## config.mk

```make
export PLATFORM = sky130hd
export DESIGN_NAME = bcc_core
export DESIGN_NICKNAME = d
export VERILOG_FILES = /design/src/bcc_pkg.sv /design/src/bcc_core.sv
export VERILOG_INCLUDE_DIRS = /design/src /design/src/src
export SDC_FILE = /design/constraint.sdc
export NUM_CORES = 1
export LEC_CHECK = 0
export BUFFER_PORTS_ARGS = -buffer_cell sky130_fd_sc_hd__buf_2
export CAP_MARGIN = 25
export CORE_MARGIN = 3
export CORE_UTILIZATION = 55
export DETAILED_ROUTE_END_ITERATION = 10
export HOLD_SLACK_MARGIN = 0.1
export PLACE_DENSITY = 0.72
export SLEW_MARGIN = 20
export SYNTH_ARGS = -nofsm -noshare
export SYNTH_HDL_FRONTEND = slang
export SYNTH_SLANG_ARGS = --single-unit
```

## constraint.sdc

```tcl
create_clock -name clock_in -period 2.9 [get_ports clock_in]
set_clock_uncertainty 0.15 [all_clocks]
set_input_delay 0.29 -clock clock_in [delete_from_list [all_inputs] [get_ports clock_in]]
set_output_delay 0.29 -clock clock_in [all_outputs]
set_load 0.05 [all_outputs]
```

## src/bcc_consts.svh

```systemverilog
`ifndef BCC_CONSTS_SVH
`define BCC_CONSTS_SVH

// paged control registers, 0x01..0x04 select by block bit
`define BCC_A_MSR 5'h00
`define BCC_A_MODE 5'h01
`define BCC_A_TSCTL 5'h02
`define BCC_A_PFLAG 5'h03
`define BCC_A_STORE0 5'h04
`define BCC_A_STORE1 5'h01
`define BCC_A_OUTMODE 5'h02
`define BCC_A_ICR0 5'h03
`define BCC_A_ICR1 5'h04
`define BCC_A_PAGE_LAST 5'h04

// clock counters
`define BCC_A_HUND 5'h05
`define BCC_A_SEC 5'h06
`define BCC_A_MIN 5'h07
`define BCC_A_HOUR 5'h08
`define BCC_A_DOM 5'h09
`define BCC_A_MON 5'h0A
`define BCC_A_YEAR 5'h0B
`define BCC_A_RAM_LO 5'h0C
`define BCC_A_TWOBIT 5'h0D
`define BCC_A_DOW 5'h0E
`define BCC_A_NA_FIRST 5'h0F
`define BCC_A_NA_LAST 5'h12

// alarm compare bytes
`define BCC_A_CMP_SEC 5'h13
`define BCC_A_CMP_MIN 5'h14
`define BCC_A_CMP_HOUR 5'h15
`define BCC_A_CMP_DOM 5'h16
`define BCC_A_CMP_MON 5'h17
`define BCC_A_CMP_DOW 5'h18

// time save bytes
`define BCC_A_TS_SEC 5'h19
`define BCC_A_TS_MIN 5'h1A
`define BCC_A_TS_HOUR 5'h1B
`define BCC_A_TS_DOM 5'h1C
`define BCC_A_TS_MON 5'h1D
`define BCC_A_RAM_HI 5'h1E
`define BCC_A_RAM_TOP 5'h1F

// field positions
`define BCC_MSR_INT 0
`define BCC_MSR_PFAIL 1
`define BCC_MSR_PER 2
`define BCC_MSR_ALM 3
`define BCC_MSR_BLOCK 6
`define BCC_MODE_12H 2
`define BCC_MODE_RUN 3
`define BCC_TS_EN 7
`define BCC_ICR1_ALM_IE 6
`define BCC_PF_HUND 0
`define BCC_PF_TENTH 1
`define BCC_PF_SEC 2
`define BCC_PF_MIN 3
`define BCC_PF_HOUR 4
`define BCC_PF_DAY 5
`define BCC_HOUR_PM 7

// bits that the counters really use
`define BCC_MASK_SEC 8'h7F
`define BCC_MASK_MIN 8'h7F
`define BCC_MASK_HOUR 8'hBF
`define BCC_MASK_DOM 8'h3F
`define BCC_MASK_MON 8'h1F
`define BCC_MASK_TWOBIT 8'h03
`define BCC_MSR_WMASK 8'h40

// reset values
`define BCC_RST_BYTE 8'h00

// timing
`define BCC_CLK_HZ 25000000
`define BCC_MID_HZ 32000
`define BCC_TICK_HZ 100

`endif

```

## src/bcc_pkg.sv

```systemverilog
package bcc_pkg;

    typedef struct packed {
        logic cs_n;
        logic rd_n;
        logic wr_n;
        logic [4:0] addr;
        logic [7:0] data;
    } bcc_pin_t;

    typedef struct packed {
        bcc_pin_t s1;
        bcc_pin_t s2;
        logic rd_prev;
        logic wr_prev;
        logic [4:0] wa;
        logic [7:0] wd;
        logic [7:0] rdata;
        logic [31:0][7:0] mem;
        logic [3:0][7:0] pg1;
        logic [7:0] msr;
        logic [7:0] pflag;
        logic [15:0] div1;
        logic [15:0] div2;
        logic tick_dly;
    } bcc_state_t;

endpackage : bcc_pkg

```

## src/bcc_core.sv

```systemverilog
// Contract
// - eight BCD counters, hundredths to years, one tick
// - weekday, day, month wrap to one
// - twelve-hour wraps to one, meridiem toggles
// - meridiem sits in hours bit seven
// - all other counters wrap to zero
// - counters need no power-up initialisation
// - status bit selects visible control block
// - enabled periodic interrupt raised at rollover
// - time-save enable copies counters continuously
// - enable falling freezes coherent snapshot
// - snapshot touches only used counter bits
// - save disabled, snapshot bytes are storage
// - start/stop low halts counting and carries
// - stopping resets the prescaler
// - prescaler divides to mid rate, 100 Hz
// - any periodic flag access clears flags
// - status alarm, periodic cleared by one
`include "bcc_consts.svh"

module bcc_core #(
    parameter int PRE_DIV1 = `BCC_CLK_HZ / `BCC_MID_HZ,
    parameter int PRE_DIV2 = `BCC_MID_HZ / `BCC_TICK_HZ
) (
    input wire logic clock_in,
    input wire logic rst_n_in,
    input wire logic cs_n_in,
    input wire logic rd_n_in,
    input wire logic wr_n_in,
    input wire logic [4:0] addr_in,
    input wire logic [7:0] data_in,
    output logic [7:0] data_out,
    output logic data_oe_n_out,
    output logic intr_n_out,
    output logic intr_oe_n_out
);

    bcc_pkg::bcc_state_t q;
    bcc_pkg::bcc_state_t d;

    function automatic logic [7:0] bcd_inc(input logic [7:0] v);
        if (v[3:0] >= 4'h9) begin
            bcd_inc = {4'(v[7:4] + 4'h1), 4'h0};
        end else begin
            bcd_inc = 8'(v + 8'h01);
        end
    endfunction : bcd_inc

    function automatic logic [7:0] last_day(input logic [7:0] mon, input logic [7:0] yr);
        logic leap;
        leap = (!yr[4] && (yr[3:0] == 4'h0 || yr[3:0] == 4'h4 || yr[3:0] == 4'h8)) ||
               (yr[4] && (yr[3:0] == 4'h2 || yr[3:0] == 4'h6));
        unique case (mon)
            8'h02: last_day = leap ? 8'h29 : 8'h28;
            8'h04, 8'h06, 8'h09, 8'h11: last_day = 8'h30;
            default: last_day = 8'h31;
        endcase
    endfunction : last_day

    function automatic logic [7:0] merge(input logic [7:0] old, input logic [7:0] cnt, input logic [7:0] mask);
        merge = (old & ~mask) | (cnt & mask);
    endfunction : merge

    logic run;
    logic twelve;
    logic tick;
    logic rd_act;
    logic wr_act;
    logic wr_done;
    logic rd_done;
    logic block1;
    logic intr;
    logic alarm_match;
    logic [7:0] cnt_hour;
    logic [7:0] per_set;
    logic [7:0] icr0;
    logic [7:0] icr1;
    logic [5:0] cmp_eq;

    assign run = q.mem[`BCC_A_MODE][`BCC_MODE_RUN];
    assign twelve = q.mem[`BCC_A_MODE][`BCC_MODE_12H];
    // selects which control block answers at the paged addresses
    assign block1 = q.msr[`BCC_MSR_BLOCK];
    assign icr0 = q.pg1[3'(`BCC_A_ICR0 - 5'h01)];
    assign icr1 = q.pg1[3'(`BCC_A_ICR1 - 5'h01)];
    assign rd_act = !q.s2.cs_n && !q.s2.rd_n;
    assign wr_act = !q.s2.cs_n && !q.s2.wr_n;
    assign wr_done = q.wr_prev && !wr_act;
    assign rd_done = q.rd_prev && !rd_act;
    assign tick = run && (q.div1 == 16'(PRE_DIV1 - 1)) && (q.div2 == 16'(PRE_DIV2 - 1));
    assign intr = q.msr[`BCC_MSR_PER] || (q.msr[`BCC_MSR_ALM] && icr1[`BCC_ICR1_ALM_IE]);

    // a disabled compare byte counts as always equal
    assign cmp_eq[0] = q.mem[`BCC_A_SEC] == q.mem[`BCC_A_CMP_SEC];
    assign cmp_eq[1] = q.mem[`BCC_A_MIN] == q.mem[`BCC_A_CMP_MIN];
    assign cmp_eq[2] = q.mem[`BCC_A_HOUR] == q.mem[`BCC_A_CMP_HOUR];
    assign cmp_eq[3] = q.mem[`BCC_A_DOM] == q.mem[`BCC_A_CMP_DOM];
    assign cmp_eq[4] = q.mem[`BCC_A_MON] == q.mem[`BCC_A_CMP_MON];
    assign cmp_eq[5] = q.mem[`BCC_A_DOW] == q.mem[`BCC_A_CMP_DOW];
    assign alarm_match = (&(cmp_eq | ~icr1[5:0])) && (|icr1[5:0]);

    always_comb begin
        logic c_sec;
        logic c_min;
        logic c_hour;
        logic c_day;
        logic c_mon;
        logic c_year;
        logic pm;
        logic [7:0] h;
        logic [7:0] rd_val;
        c_sec = 1'b0;
        c_min = 1'b0;
        c_hour = 1'b0;
        c_day = 1'b0;
        c_mon = 1'b0;
        c_year = 1'b0;
        pm = q.mem[`BCC_A_HOUR][`BCC_HOUR_PM];
        h = {2'b00, q.mem[`BCC_A_HOUR][5:0]};
        rd_val = `BCC_RST_BYTE;
        per_set = 8'h00;
        cnt_hour = q.mem[`BCC_A_HOUR];
        d = q;

        // pins pass two flops before any logic looks at them
        d.s1 = {cs_n_in, rd_n_in, wr_n_in, addr_in, data_in};
        d.s2 = q.s1;
        d.rd_prev = rd_act;
        d.wr_prev = wr_act;
        d.tick_dly = tick;

        if (!run) begin
            d.div1 = 16'h0000;
            d.div2 = 16'h0000;
        end else if (q.div1 == 16'(PRE_DIV1 - 1)) begin
            d.div1 = 16'h0000;
            d.div2 = (q.div2 == 16'(PRE_DIV2 - 1)) ? 16'h0000 : 16'(q.div2 + 16'h0001);
        end else begin
            d.div1 = 16'(q.div1 + 16'h0001);
        end

        // no tick and no carry while stopped
        if (tick) begin
            // whole chain advanced from one tick
            per_set[`BCC_PF_HUND] = 1'b1;
            per_set[`BCC_PF_TENTH] = q.mem[`BCC_A_HUND][3:0] == 4'h9;
            c_sec = q.mem[`BCC_A_HUND] == 8'h99;
            d.mem[`BCC_A_HUND] = c_sec ? 8'h00 : bcd_inc(q.mem[`BCC_A_HUND]);
            if (c_sec) begin
                per_set[`BCC_PF_SEC] = 1'b1;
                c_min = q.mem[`BCC_A_SEC] == 8'h59;
                d.mem[`BCC_A_SEC] = c_min ? 8'h00 : bcd_inc(q.mem[`BCC_A_SEC]);
            end
            if (c_min) begin
                per_set[`BCC_PF_MIN] = 1'b1;
                c_hour = q.mem[`BCC_A_MIN] == 8'h59;
                d.mem[`BCC_A_MIN] = c_hour ? 8'h00 : bcd_inc(q.mem[`BCC_A_MIN]);
            end
            if (c_hour) begin
                per_set[`BCC_PF_HOUR] = 1'b1;
                if (twelve) begin
                    if (h == 8'h12) begin
                        h = 8'h01;
                    end else if (h == 8'h11) begin
                        h = 8'h12;
                        c_day = pm;
                        pm = !pm;
                    end else begin
                        h = bcd_inc(h);
                    end
                end else begin
                    c_day = h == 8'h23;
                    h = c_day ? 8'h00 : bcd_inc(h);
                end
                cnt_hour = {pm, 1'b0, h[5:0]};
                d.mem[`BCC_A_HOUR] = cnt_hour;
            end
            if (c_day) begin
                per_set[`BCC_PF_DAY] = 1'b1;
                c_mon = q.mem[`BCC_A_DOM] == last_day(q.mem[`BCC_A_MON], q.mem[`BCC_A_YEAR]);
                d.mem[`BCC_A_DOM] = c_mon ? 8'h01 : bcd_inc(q.mem[`BCC_A_DOM]);
                d.mem[`BCC_A_DOW] = (q.mem[`BCC_A_DOW] == 8'h07) ? 8'h01 : bcd_inc(q.mem[`BCC_A_DOW]);
            end
            if (c_mon) begin
                c_year = q.mem[`BCC_A_MON] == 8'h12;
                d.mem[`BCC_A_MON] = c_year ? 8'h01 : bcd_inc(q.mem[`BCC_A_MON]);
            end
            if (c_year) begin
                d.mem[`BCC_A_YEAR] = (q.mem[`BCC_A_YEAR] == 8'h99) ? 8'h00 : bcd_inc(q.mem[`BCC_A_YEAR]);
            end
        end

        // capture address and data while the synced strobe is low
        if (wr_act) begin
            d.wa = q.s2.addr;
            d.wd = q.s2.data;
        end

        // an ended write of the flag byte clears every flag
        if (wr_done && !block1 && q.wa == `BCC_A_PFLAG) begin
            d.pflag = 8'h00;
        end
        // an ended read clears as well; address still held by the host
        if (rd_done && !block1 && q.s2.addr == `BCC_A_PFLAG) begin
            d.pflag = 8'h00;
        end

        // commit after the strobe ends, on top of any increment
        if (wr_done) begin
            if (q.wa == `BCC_A_MSR) begin
                // writing one clears alarm and periodic flags
                if (q.wd[`BCC_MSR_PER]) begin
                    d.msr[`BCC_MSR_PER] = 1'b0;
                end
                if (q.wd[`BCC_MSR_ALM]) begin
                    d.msr[`BCC_MSR_ALM] = 1'b0;
                end
                d.msr[`BCC_MSR_BLOCK] = q.wd[`BCC_MSR_BLOCK];
            end else if (q.wa <= `BCC_A_PAGE_LAST) begin
                if (block1) begin
                    d.pg1[3'(q.wa - 5'h01)] = q.wd;
                end else if (q.wa != `BCC_A_PFLAG) begin
                    d.mem[q.wa] = q.wd;
                end
            end else if (q.wa == `BCC_A_TWOBIT) begin
                d.mem[q.wa] = q.wd & `BCC_MASK_TWOBIT;
            end else if (q.wa < `BCC_A_NA_FIRST || q.wa > `BCC_A_NA_LAST) begin
                // counters hold whatever the host last wrote
                d.mem[q.wa] = q.wd;
            end
        end

        // enabled periodic event raises the status flag, set beats clear
        d.pflag = d.pflag | per_set;
        if (|(per_set & icr0)) begin
            d.msr[`BCC_MSR_PER] = 1'b1;
        end
        if (q.tick_dly && alarm_match) begin
            d.msr[`BCC_MSR_ALM] = 1'b1;
        end
        d.msr[`BCC_MSR_INT] = 1'b0;
        d.msr[`BCC_MSR_PFAIL] = 1'b0;

        // copy counters every cycle while enabled
        // freezing is just stopping the copy; one clock, so coherent
        // with enable low these bytes keep host data
        if (d.mem[`BCC_A_TSCTL][`BCC_TS_EN]) begin
            // only the used bit positions are overwritten
            d.mem[`BCC_A_TS_SEC] = merge(d.mem[`BCC_A_TS_SEC], d.mem[`BCC_A_SEC], `BCC_MASK_SEC);
            d.mem[`BCC_A_TS_MIN] = merge(d.mem[`BCC_A_TS_MIN], d.mem[`BCC_A_MIN], `BCC_MASK_MIN);
            d.mem[`BCC_A_TS_HOUR] = merge(d.mem[`BCC_A_TS_HOUR], d.mem[`BCC_A_HOUR], `BCC_MASK_HOUR);
            d.mem[`BCC_A_TS_DOM] = merge(d.mem[`BCC_A_TS_DOM], d.mem[`BCC_A_DOM], `BCC_MASK_DOM);
            d.mem[`BCC_A_TS_MON] = merge(d.mem[`BCC_A_TS_MON], d.mem[`BCC_A_MON], `BCC_MASK_MON);
        end

        // read data is sampled every cycle the read is active
        if (q.s2.addr == `BCC_A_MSR) begin
            rd_val = {q.msr[7:1], intr};
        end else if (q.s2.addr <= `BCC_A_PAGE_LAST) begin
            if (block1) begin
                rd_val = q.pg1[3'(q.s2.addr - 5'h01)];
            end else if (q.s2.addr == `BCC_A_PFLAG) begin
                rd_val = q.pflag;
            end else begin
                rd_val = q.mem[q.s2.addr];
            end
        end else begin
            rd_val = q.mem[q.s2.addr];
        end
        if (rd_act) begin
            d.rdata = rd_val;
        end
    end

    always_ff @(posedge clock_in) begin
        if (!rst_n_in) begin
            q <= '0;
            q.s1 <= '1;
            q.s2 <= '1;
        end else begin
            q <= d;
        end
    end

    assign data_out = q.rdata;
    assign data_oe_n_out = !q.rd_prev;
    // open drain: pin value low, enable low when asserting
    assign intr_n_out = 1'b0;
    assign intr_oe_n_out = !intr;

endmodule : bcc_core

```

---- Word level (Yosys, flattened, before mapping) ----
Index checks and enable logic that the tools add are counted.
storage, ports and cells
  word-level logic and storage cells ...... 296
  input bits .............................. 18
  output and inout port bits .............. 11
  register bits after elaboration ......... 389
operators by class
  order comparisons ....................... 18
  equality and inequality tests ........... 37
  reduce and logical (&&, ||, !) cells .... 57
  bitwise gates (word level) .............. 12
  muxes and demuxes ....................... 87
  add/subtract/negate cells ............... 20
operator list
  operator                                               number
  two-way mux 256 bit                                    5
  two-way mux 272 bit                                    2
  bitwise mux 256 bit                                    2
  two-way mux 8 bit                                      34
  two-way mux 32 bit                                     2
  adder 8 x 1 -> 8 bit, second input constant            7
  equality test 8 bit                                    7
  two-way mux 56 bit                                     1
  binary-select mux 8 bit (select 5 bit)                 1
  demux 8 bit (select 5 bit)                             1
  two-way mux 40 bit                                     1
  two-way mux 6 bit                                      6
  adder 16 x 1 -> 16 bit, second input constant          2
  bitwise mux 32 bit                                     1
  >= comparator 4 bit, second input constant             8
  adder 4 x 1 -> 4 bit, second input constant            7
  two-way mux 1 bit                                      25
  equality test 8 x 3 -> 1 bit, second input constant    3
  logical AND 1 bit                                      17
  binary-select mux 8 bit (select 2 bit)                 1
  demux 8 bit (select 2 bit)                             1
  equality test 16 x 10 -> 1 bit, second input constant  1
  equality test 16 x 9 -> 1 bit, second input constant   1
  equality test 8 x 5 -> 1 bit, second input constant    2
  53 further kinds                                       93

---- Depth between registers and ports, before layout ----
  depth in word-level cells ............... 25
  depth in mapped cells ................... 13
  gate-level depth less buffers ........... 11

---- Least setup slack after synthesis ----
Ideal clock, no wire load.
  path kind ............................... register -> register
  start ................................... reg q[368] in the netlist's numbering
  end ..................................... reg q (netlist bit data_out[0])
  buffers on the path ..................... 4
  stages on the path, launching flop included .. 12
  setup time .............................. 116 ps
  slack ................................... -283 ps
  required time ........................... 2634 ps
  clock period less this slack ............ 3183 ps
  data arrival time ....................... 2917 ps
  path through ............................ dfxtp_1 > buf_2 > buf_1 > buf_1 > inv_1 > ha_1 > buf_1 > mux4_2 > a211oi_1 > a21oi_1 > a21oi_1 > nor2_1
between the ends
  cells in the longest elaborated chain, start to end .. 6
  elaborated cells between the ends (all ways) .. 12
  those cells by class .................... add/sub: 1; order compare: 1; eq/ne: 1; mux: 8; reduce/logical: 1
RTL lines
  what                                                                                               line                                               text
  start: declaration                                                                                 bcc_core.sv:38                                     bcc_pkg::bcc_state_t q;
  binary-select mux 8 bit (select 5 bit) or subtractor 3 x 1 -> 3 bit (tied branches)                bcc_core.sv:265, bcc_core.sv:268, bcc_core.sv:261
  two-way mux 8 bit (implied by the code) or binary-select mux 8 bit (select 2 bit) (tied branches)  bcc_core.sv:265, bcc_core.sv:268, bcc_core.sv:261
  two-way mux 8 bit (on tied branches)                                                               bcc_core.sv:262, bcc_core.sv:261
  two-way mux 8 bit                                                                                  bcc_core.sv:260                                    if (block1) begin
  two-way mux 8 bit                                                                                  bcc_core.sv:259                                    end else if (q.s2.addr <= `BCC_A_PAGE_LAST) begin
  two-way mux 8 bit *                                                                                bcc_core.sv:257                                    if (q.s2.addr == `BCC_A_MSR) begin
Mark *: on every way between the ends. The rest lies on a longest branch, timed or not. The select of a mux whose other input is x is not followed.
A chain may end at the register's enable or synchronous reset.

---- Worst setup path after layout ----
  start ................................... reg q[27] in the netlist's numbering
  end ..................................... reg q[144] in the netlist's numbering
between the ends
  cells in the longest elaborated chain, start to end .. 10
  elaborated cells between the ends (all ways) .. 13
  those cells by class .................... eq/ne: 1; mux: 10; reduce/logical: 2
RTL lines
  what                                    line                              text
  equality test 16 x 10 -> 1 bit *        bcc_core.sv:90                    assign tick = run && (q.div1 == 16'(PRE_DIV1 - 1)) && (q.div2 == 16'(PRE_DIV2 - 1));
  logical AND 1 bit * (2 in series)       bcc_core.sv:90
  two-way mux 56 bit *                    bcc_core.sv:143                   if (tick) begin
  bitwise mux 256 bit                     bcc_core.sv:223, bcc_core.sv:229
  two-way mux 256 bit (on tied branches)  bcc_core.sv:227, bcc_core.sv:222
  two-way mux 256 bit (on tied branches)  bcc_core.sv:225, bcc_core.sv:220
  two-way mux 256 bit                     bcc_core.sv:219                   end else if (q.wa <= `BCC_A_PAGE_LAST) begin
  two-way mux 272 bit                     bcc_core.sv:210                   if (q.wa == `BCC_A_MSR) begin
  two-way mux 272 bit *                   bcc_core.sv:209                   if (wr_done) begin
Marked as above.

==> impl_metrics.tcl <==
set metrics [dict create \
    worst_hold_slack_ns 0.257 \
    ctsRootBufferMaster "sky130_fd_sc_hd__clkbuf_16" \
    vias 18100 \
    crit_path_start_kind "register" \
    chipHeight_um 194 \
    seq_area_mm2 0.00773 \
    drt-wirelength-per-cell_um 25.5 \
    worst-slew-pin-transition_ns 0.975 \
    edff_count_synth 0 \
    critPathLaunch "q[27]" \
    postLayoutCellArea_mm2 0.0240 \
    count_of_state_elements_after_synthesis 385 \
    timing.critical_path.cells "or4_4 > nor4_4 > buf_4 > nand4_4 > buf_6 > nor3_2 > buf_4 > buf_4 > nand4_1 > xnor2_1 > a31oi_1 > nor2_1" \
    crit_fanout 5 \
    placement.io_buffers 27 \
    power-per-cell-area_mw_per_mm2 471 \
    cts_buffer_depth 3 \
    worst_setup_hold_path_clk_slew_ns 0.06 \
    synth.area.top_cells "sky130_fd_sc_hd__dfxtp_1 40%, sky130_fd_sc_hd__mux4_2 10%, sky130_fd_sc_hd__nor2_1 5.5%, sky130_fd_sc_hd__mux2i_1 5.3%, sky130_fd_sc_hd__ha_1 3.2%" \
    std_cell_rows 68 \
    cell_area_placed_mm2 0.0216 \
    fmaxAchievable_ghz 0.343 \
    fin_tns_setup_ns -0.0239 \
    tritoncts "yes" \
    grt_pass1_wl_mm 107 \
    viasPerCell 6.48 \
    boundaryPins 29 \
    syn-instance-count 2092 \
    synth.distinct_cells 90 \
    clk_latency_ns 0.58 \
    max_slew_margin_pct 34.9 \
    fin_total_pwr_mw 11.3 \
    die_w_um 194 \
    grt_pass1_vias 17200 \
    synth_top_cell_area_share_pct 39.5 \
    hold_path_class "reg -> reg" \
    start_util_pct 56.2 \
    antenna_violating_nets_post_route 0 \
    multi_input_area_mm2 0.0116 \
    wl_mm 71.5 \
    cp.arrival_ns 3.22 \
    syn_area_per_cell_um2 9.32 \
    fp.coreArea_mm2 0.0347 \
    htree_levels 2 \
    post-synth-top-area-cell "sky130_fd_sc_hd__dfxtp_1" \
    period_share_pct 100 \
    status "finished, violations left" \
    synth.yosys.seq_area_share_pct 39.5 \
    gr-usage-all-layers_pct 36.7 \
    dp.final_hpwl_mm 51.3 \
    antenna_violations_before_repair 1 \
    fraction_of_layout_cells_with_a_size_suffix_above_1_pct 25.4 \
    final_util_pct 69.2 \
    leakage_nw 9.48 \
    path_buf_inv 4 \
    final-hold-violation-count 0 \
    synth_fp_nets 2160 \
    grt_start_max_net_pins 78 \
    max_cap_viol_count 0 \
    hold_path_startpoint "d[361]" \
    critPathSlowestCell "sky130_fd_sc_hd__or4_4" \
    yosys_warnings 0 \
    timing_max_transition_violations_final 0 \
    dieArea_mm2 0.0377 \
    cell_family_with_the_largest_share_of_critical_path_delay "simple AND/OR/NAND/NOR gates" \
    critical_path.reg2reg.startpoint "q[27]" \
    most_frequently_used_cell_type_in_the_post_synthesis_netlist "sky130_fd_sc_hd__dfxtp_1" \
    failed_checks "negative setup slack" \
    worst_slack_ns -0.0122 \
    final_period_minus_worst_setup_slack_ns 2.91 \
    flow.area_growth_from_synthesis_pct 23.2 \
    unrepaired_setup_endpoints_after_global_routing "true" \
    synth_ff_type "sky130_fd_sc_hd__dfxtp_1" \
    cts_inserted_buffers 42 \
    n_antenna_cell 0 \
    detailed_routing_iterations_pass_1 6 \
    criticalPathCategory "reg -> reg" \
    fill_cells 2650 \
    cpMostUsedCell "sky130_fd_sc_hd__buf_4" \
    critical_path_required_ns 3.20 \
    setup-violations-final 2 \
    global_route.overflow_total 0 \
    asyncSetResetFlopFracSynth_pct 0 \
    end_kind "register" \
    place.gp.congestion 1.04 \
    synthesis.area_mm2 0.0195 \
    nNetsFinal 2382 \
    timing.critical_path.slowest_cell_delay_ns 0.55 \
    ys_top_cells_by_count "385 x sky130_fd_sc_hd__dfxtp_1, 285 x sky130_fd_sc_hd__nor2_1, 148 x sky130_fd_sc_hd__nand2_1" \
    route.detailed.drc 0 \
    initial_drt_markers 2260 \
    vdd_drop_max_mv 0.534 \
    clock_sinks 385 \
]
-- placed cells by master (no fill, tap or decap), types with 8 or more instances in the layout --
cell / instances
sky130_fd_sc_hd__dfxtp_1: 370
sky130_fd_sc_hd__nor2_1: 281
sky130_fd_sc_hd__buf_4: 249
sky130_fd_sc_hd__nand2_1: 146
sky130_fd_sc_hd__mux2i_1: 103
sky130_fd_sc_hd__a21oi_1: 98
sky130_fd_sc_hd__mux4_2: 88
sky130_fd_sc_hd__and2_1: 82
sky130_fd_sc_hd__o21ai_0: 71
sky130_fd_sc_hd__a211oi_1: 57
sky130_fd_sc_hd__xnor2_1: 53
sky130_fd_sc_hd__nand3_1: 47
sky130_fd_sc_hd__ha_1: 45
sky130_fd_sc_hd__inv_1: 42
sky130_fd_sc_hd__clkbuf_16: 42
sky130_fd_sc_hd__nand2b_1: 39
sky130_fd_sc_hd__nor3_1: 32
sky130_fd_sc_hd__nand4_1: 30
sky130_fd_sc_hd__xor2_1: 28
sky130_fd_sc_hd__buf_2: 27
sky130_fd_sc_hd__dlygate4sd3_1: 26
sky130_fd_sc_hd__a31oi_1: 19
sky130_fd_sc_hd__and3_1: 15
sky130_fd_sc_hd__mux2_2: 14
sky130_fd_sc_hd__dfxtp_2: 12
sky130_fd_sc_hd__nor4_1: 11
sky130_fd_sc_hd__o211ai_1: 10
sky130_fd_sc_hd__nor3_2: 10
sky130_fd_sc_hd__buf_6: 9
sky130_fd_sc_hd__clkinv_2: 8
sky130_fd_sc_hd__buf_12: 8
-- per-stage QoR --
step | std cells | setup slack, ns
after floorplan | 2092 | -0.0465
after global placement | 2677 | -0.0652
after detailed placement | 2677 | -0.231
after CTS | 2790 | -0.0192
after global routing | 2799 | -0.123
final | 2799 | -0.0122
-- worst paths after layout --
kind / end / slack [ns] / cells past startpoint
hold / removal: q[361] / 0.26 / 1
setup / recovery: q[144] / -0.01 / 12
setup reg to reg: q[144] / -0.01 / 12
hold reg to reg: q[361] / 0.26 / 1
-- routing by layer --
metal / GRT usage (%) / vias to the layer above / share of wire (%)
li1: - / 7981 / -
met1: 48.8 / 8819 / 39
met2: 56.5 / 1045 / 44
met3: 9.12 / 277 / 11
met4: 17.6 / 2 / 5.7
met5: 0 / - / 0.028
-- cell families after synthesis --
group,count (synthesis),share of synthesized area [%]
simple gates,791,20.3
flops,385,39.5
mux,207,16.4
buf+inv,192,3.95
fa+ha+maj,50,3.21
other cells,1,0.0192
xor+xnor,81,3.64
compound gates,385,12.9
-- flip-flops by register name (all words and copies together), names as in the netlist --
signal	cells
icr1	8
block1	1
d	16
q	344
data_out	8
icr0	8
-- layout make-up --
| cell class | count | share of cell area, % |
|---|---|---|
| repair buffers | 320 | 10.6 |
| clock inverters | 18 | 1.09 |
| inverters | 50 | 0.802 |
| flip-flops and latches | 385 | 32.2 |
| multi-input cells | 1515 | 48.1 |
| clock buffers | 56 | 4.88 |
| well taps | 455 | 2.37 |
-- timing repair --
action / 4_1_cts / 5_1_grt
setup buffers: 12 / 9
setup endpoints to repair: 40 / 108
pin swaps: 18 / 42
endpoints found under the hold margin: 27 / 0
hold buffers: 26 / 0
cloned: 1 / 0
gates resized for setup: 35 / 113
-- worst reg2reg max path: stages, from the launching register on --
cell                      delay [ns]
sky130_fd_sc_hd__dfxtp_2        0.33
sky130_fd_sc_hd__or4_4          0.55
sky130_fd_sc_hd__nor4_4         0.33
sky130_fd_sc_hd__buf_4          0.19
sky130_fd_sc_hd__nand4_4        0.14
sky130_fd_sc_hd__buf_6          0.20
sky130_fd_sc_hd__nor3_2         0.17
sky130_fd_sc_hd__buf_4          0.16
sky130_fd_sc_hd__buf_4          0.11
sky130_fd_sc_hd__nand4_1        0.09
sky130_fd_sc_hd__xnor2_1        0.14
sky130_fd_sc_hd__a31oi_1        0.18
sky130_fd_sc_hd__nor2_1         0.05
-- where the power goes --
part / switching (mW) / total, mW / internal (mW)
sequential: 0.0264 / 5.34 / 5.31
clock: 2.27 / 5.65 / 3.38
combinational: 0.200 / 0.328 / 0.128
Power figures use the tool's default switching activity.
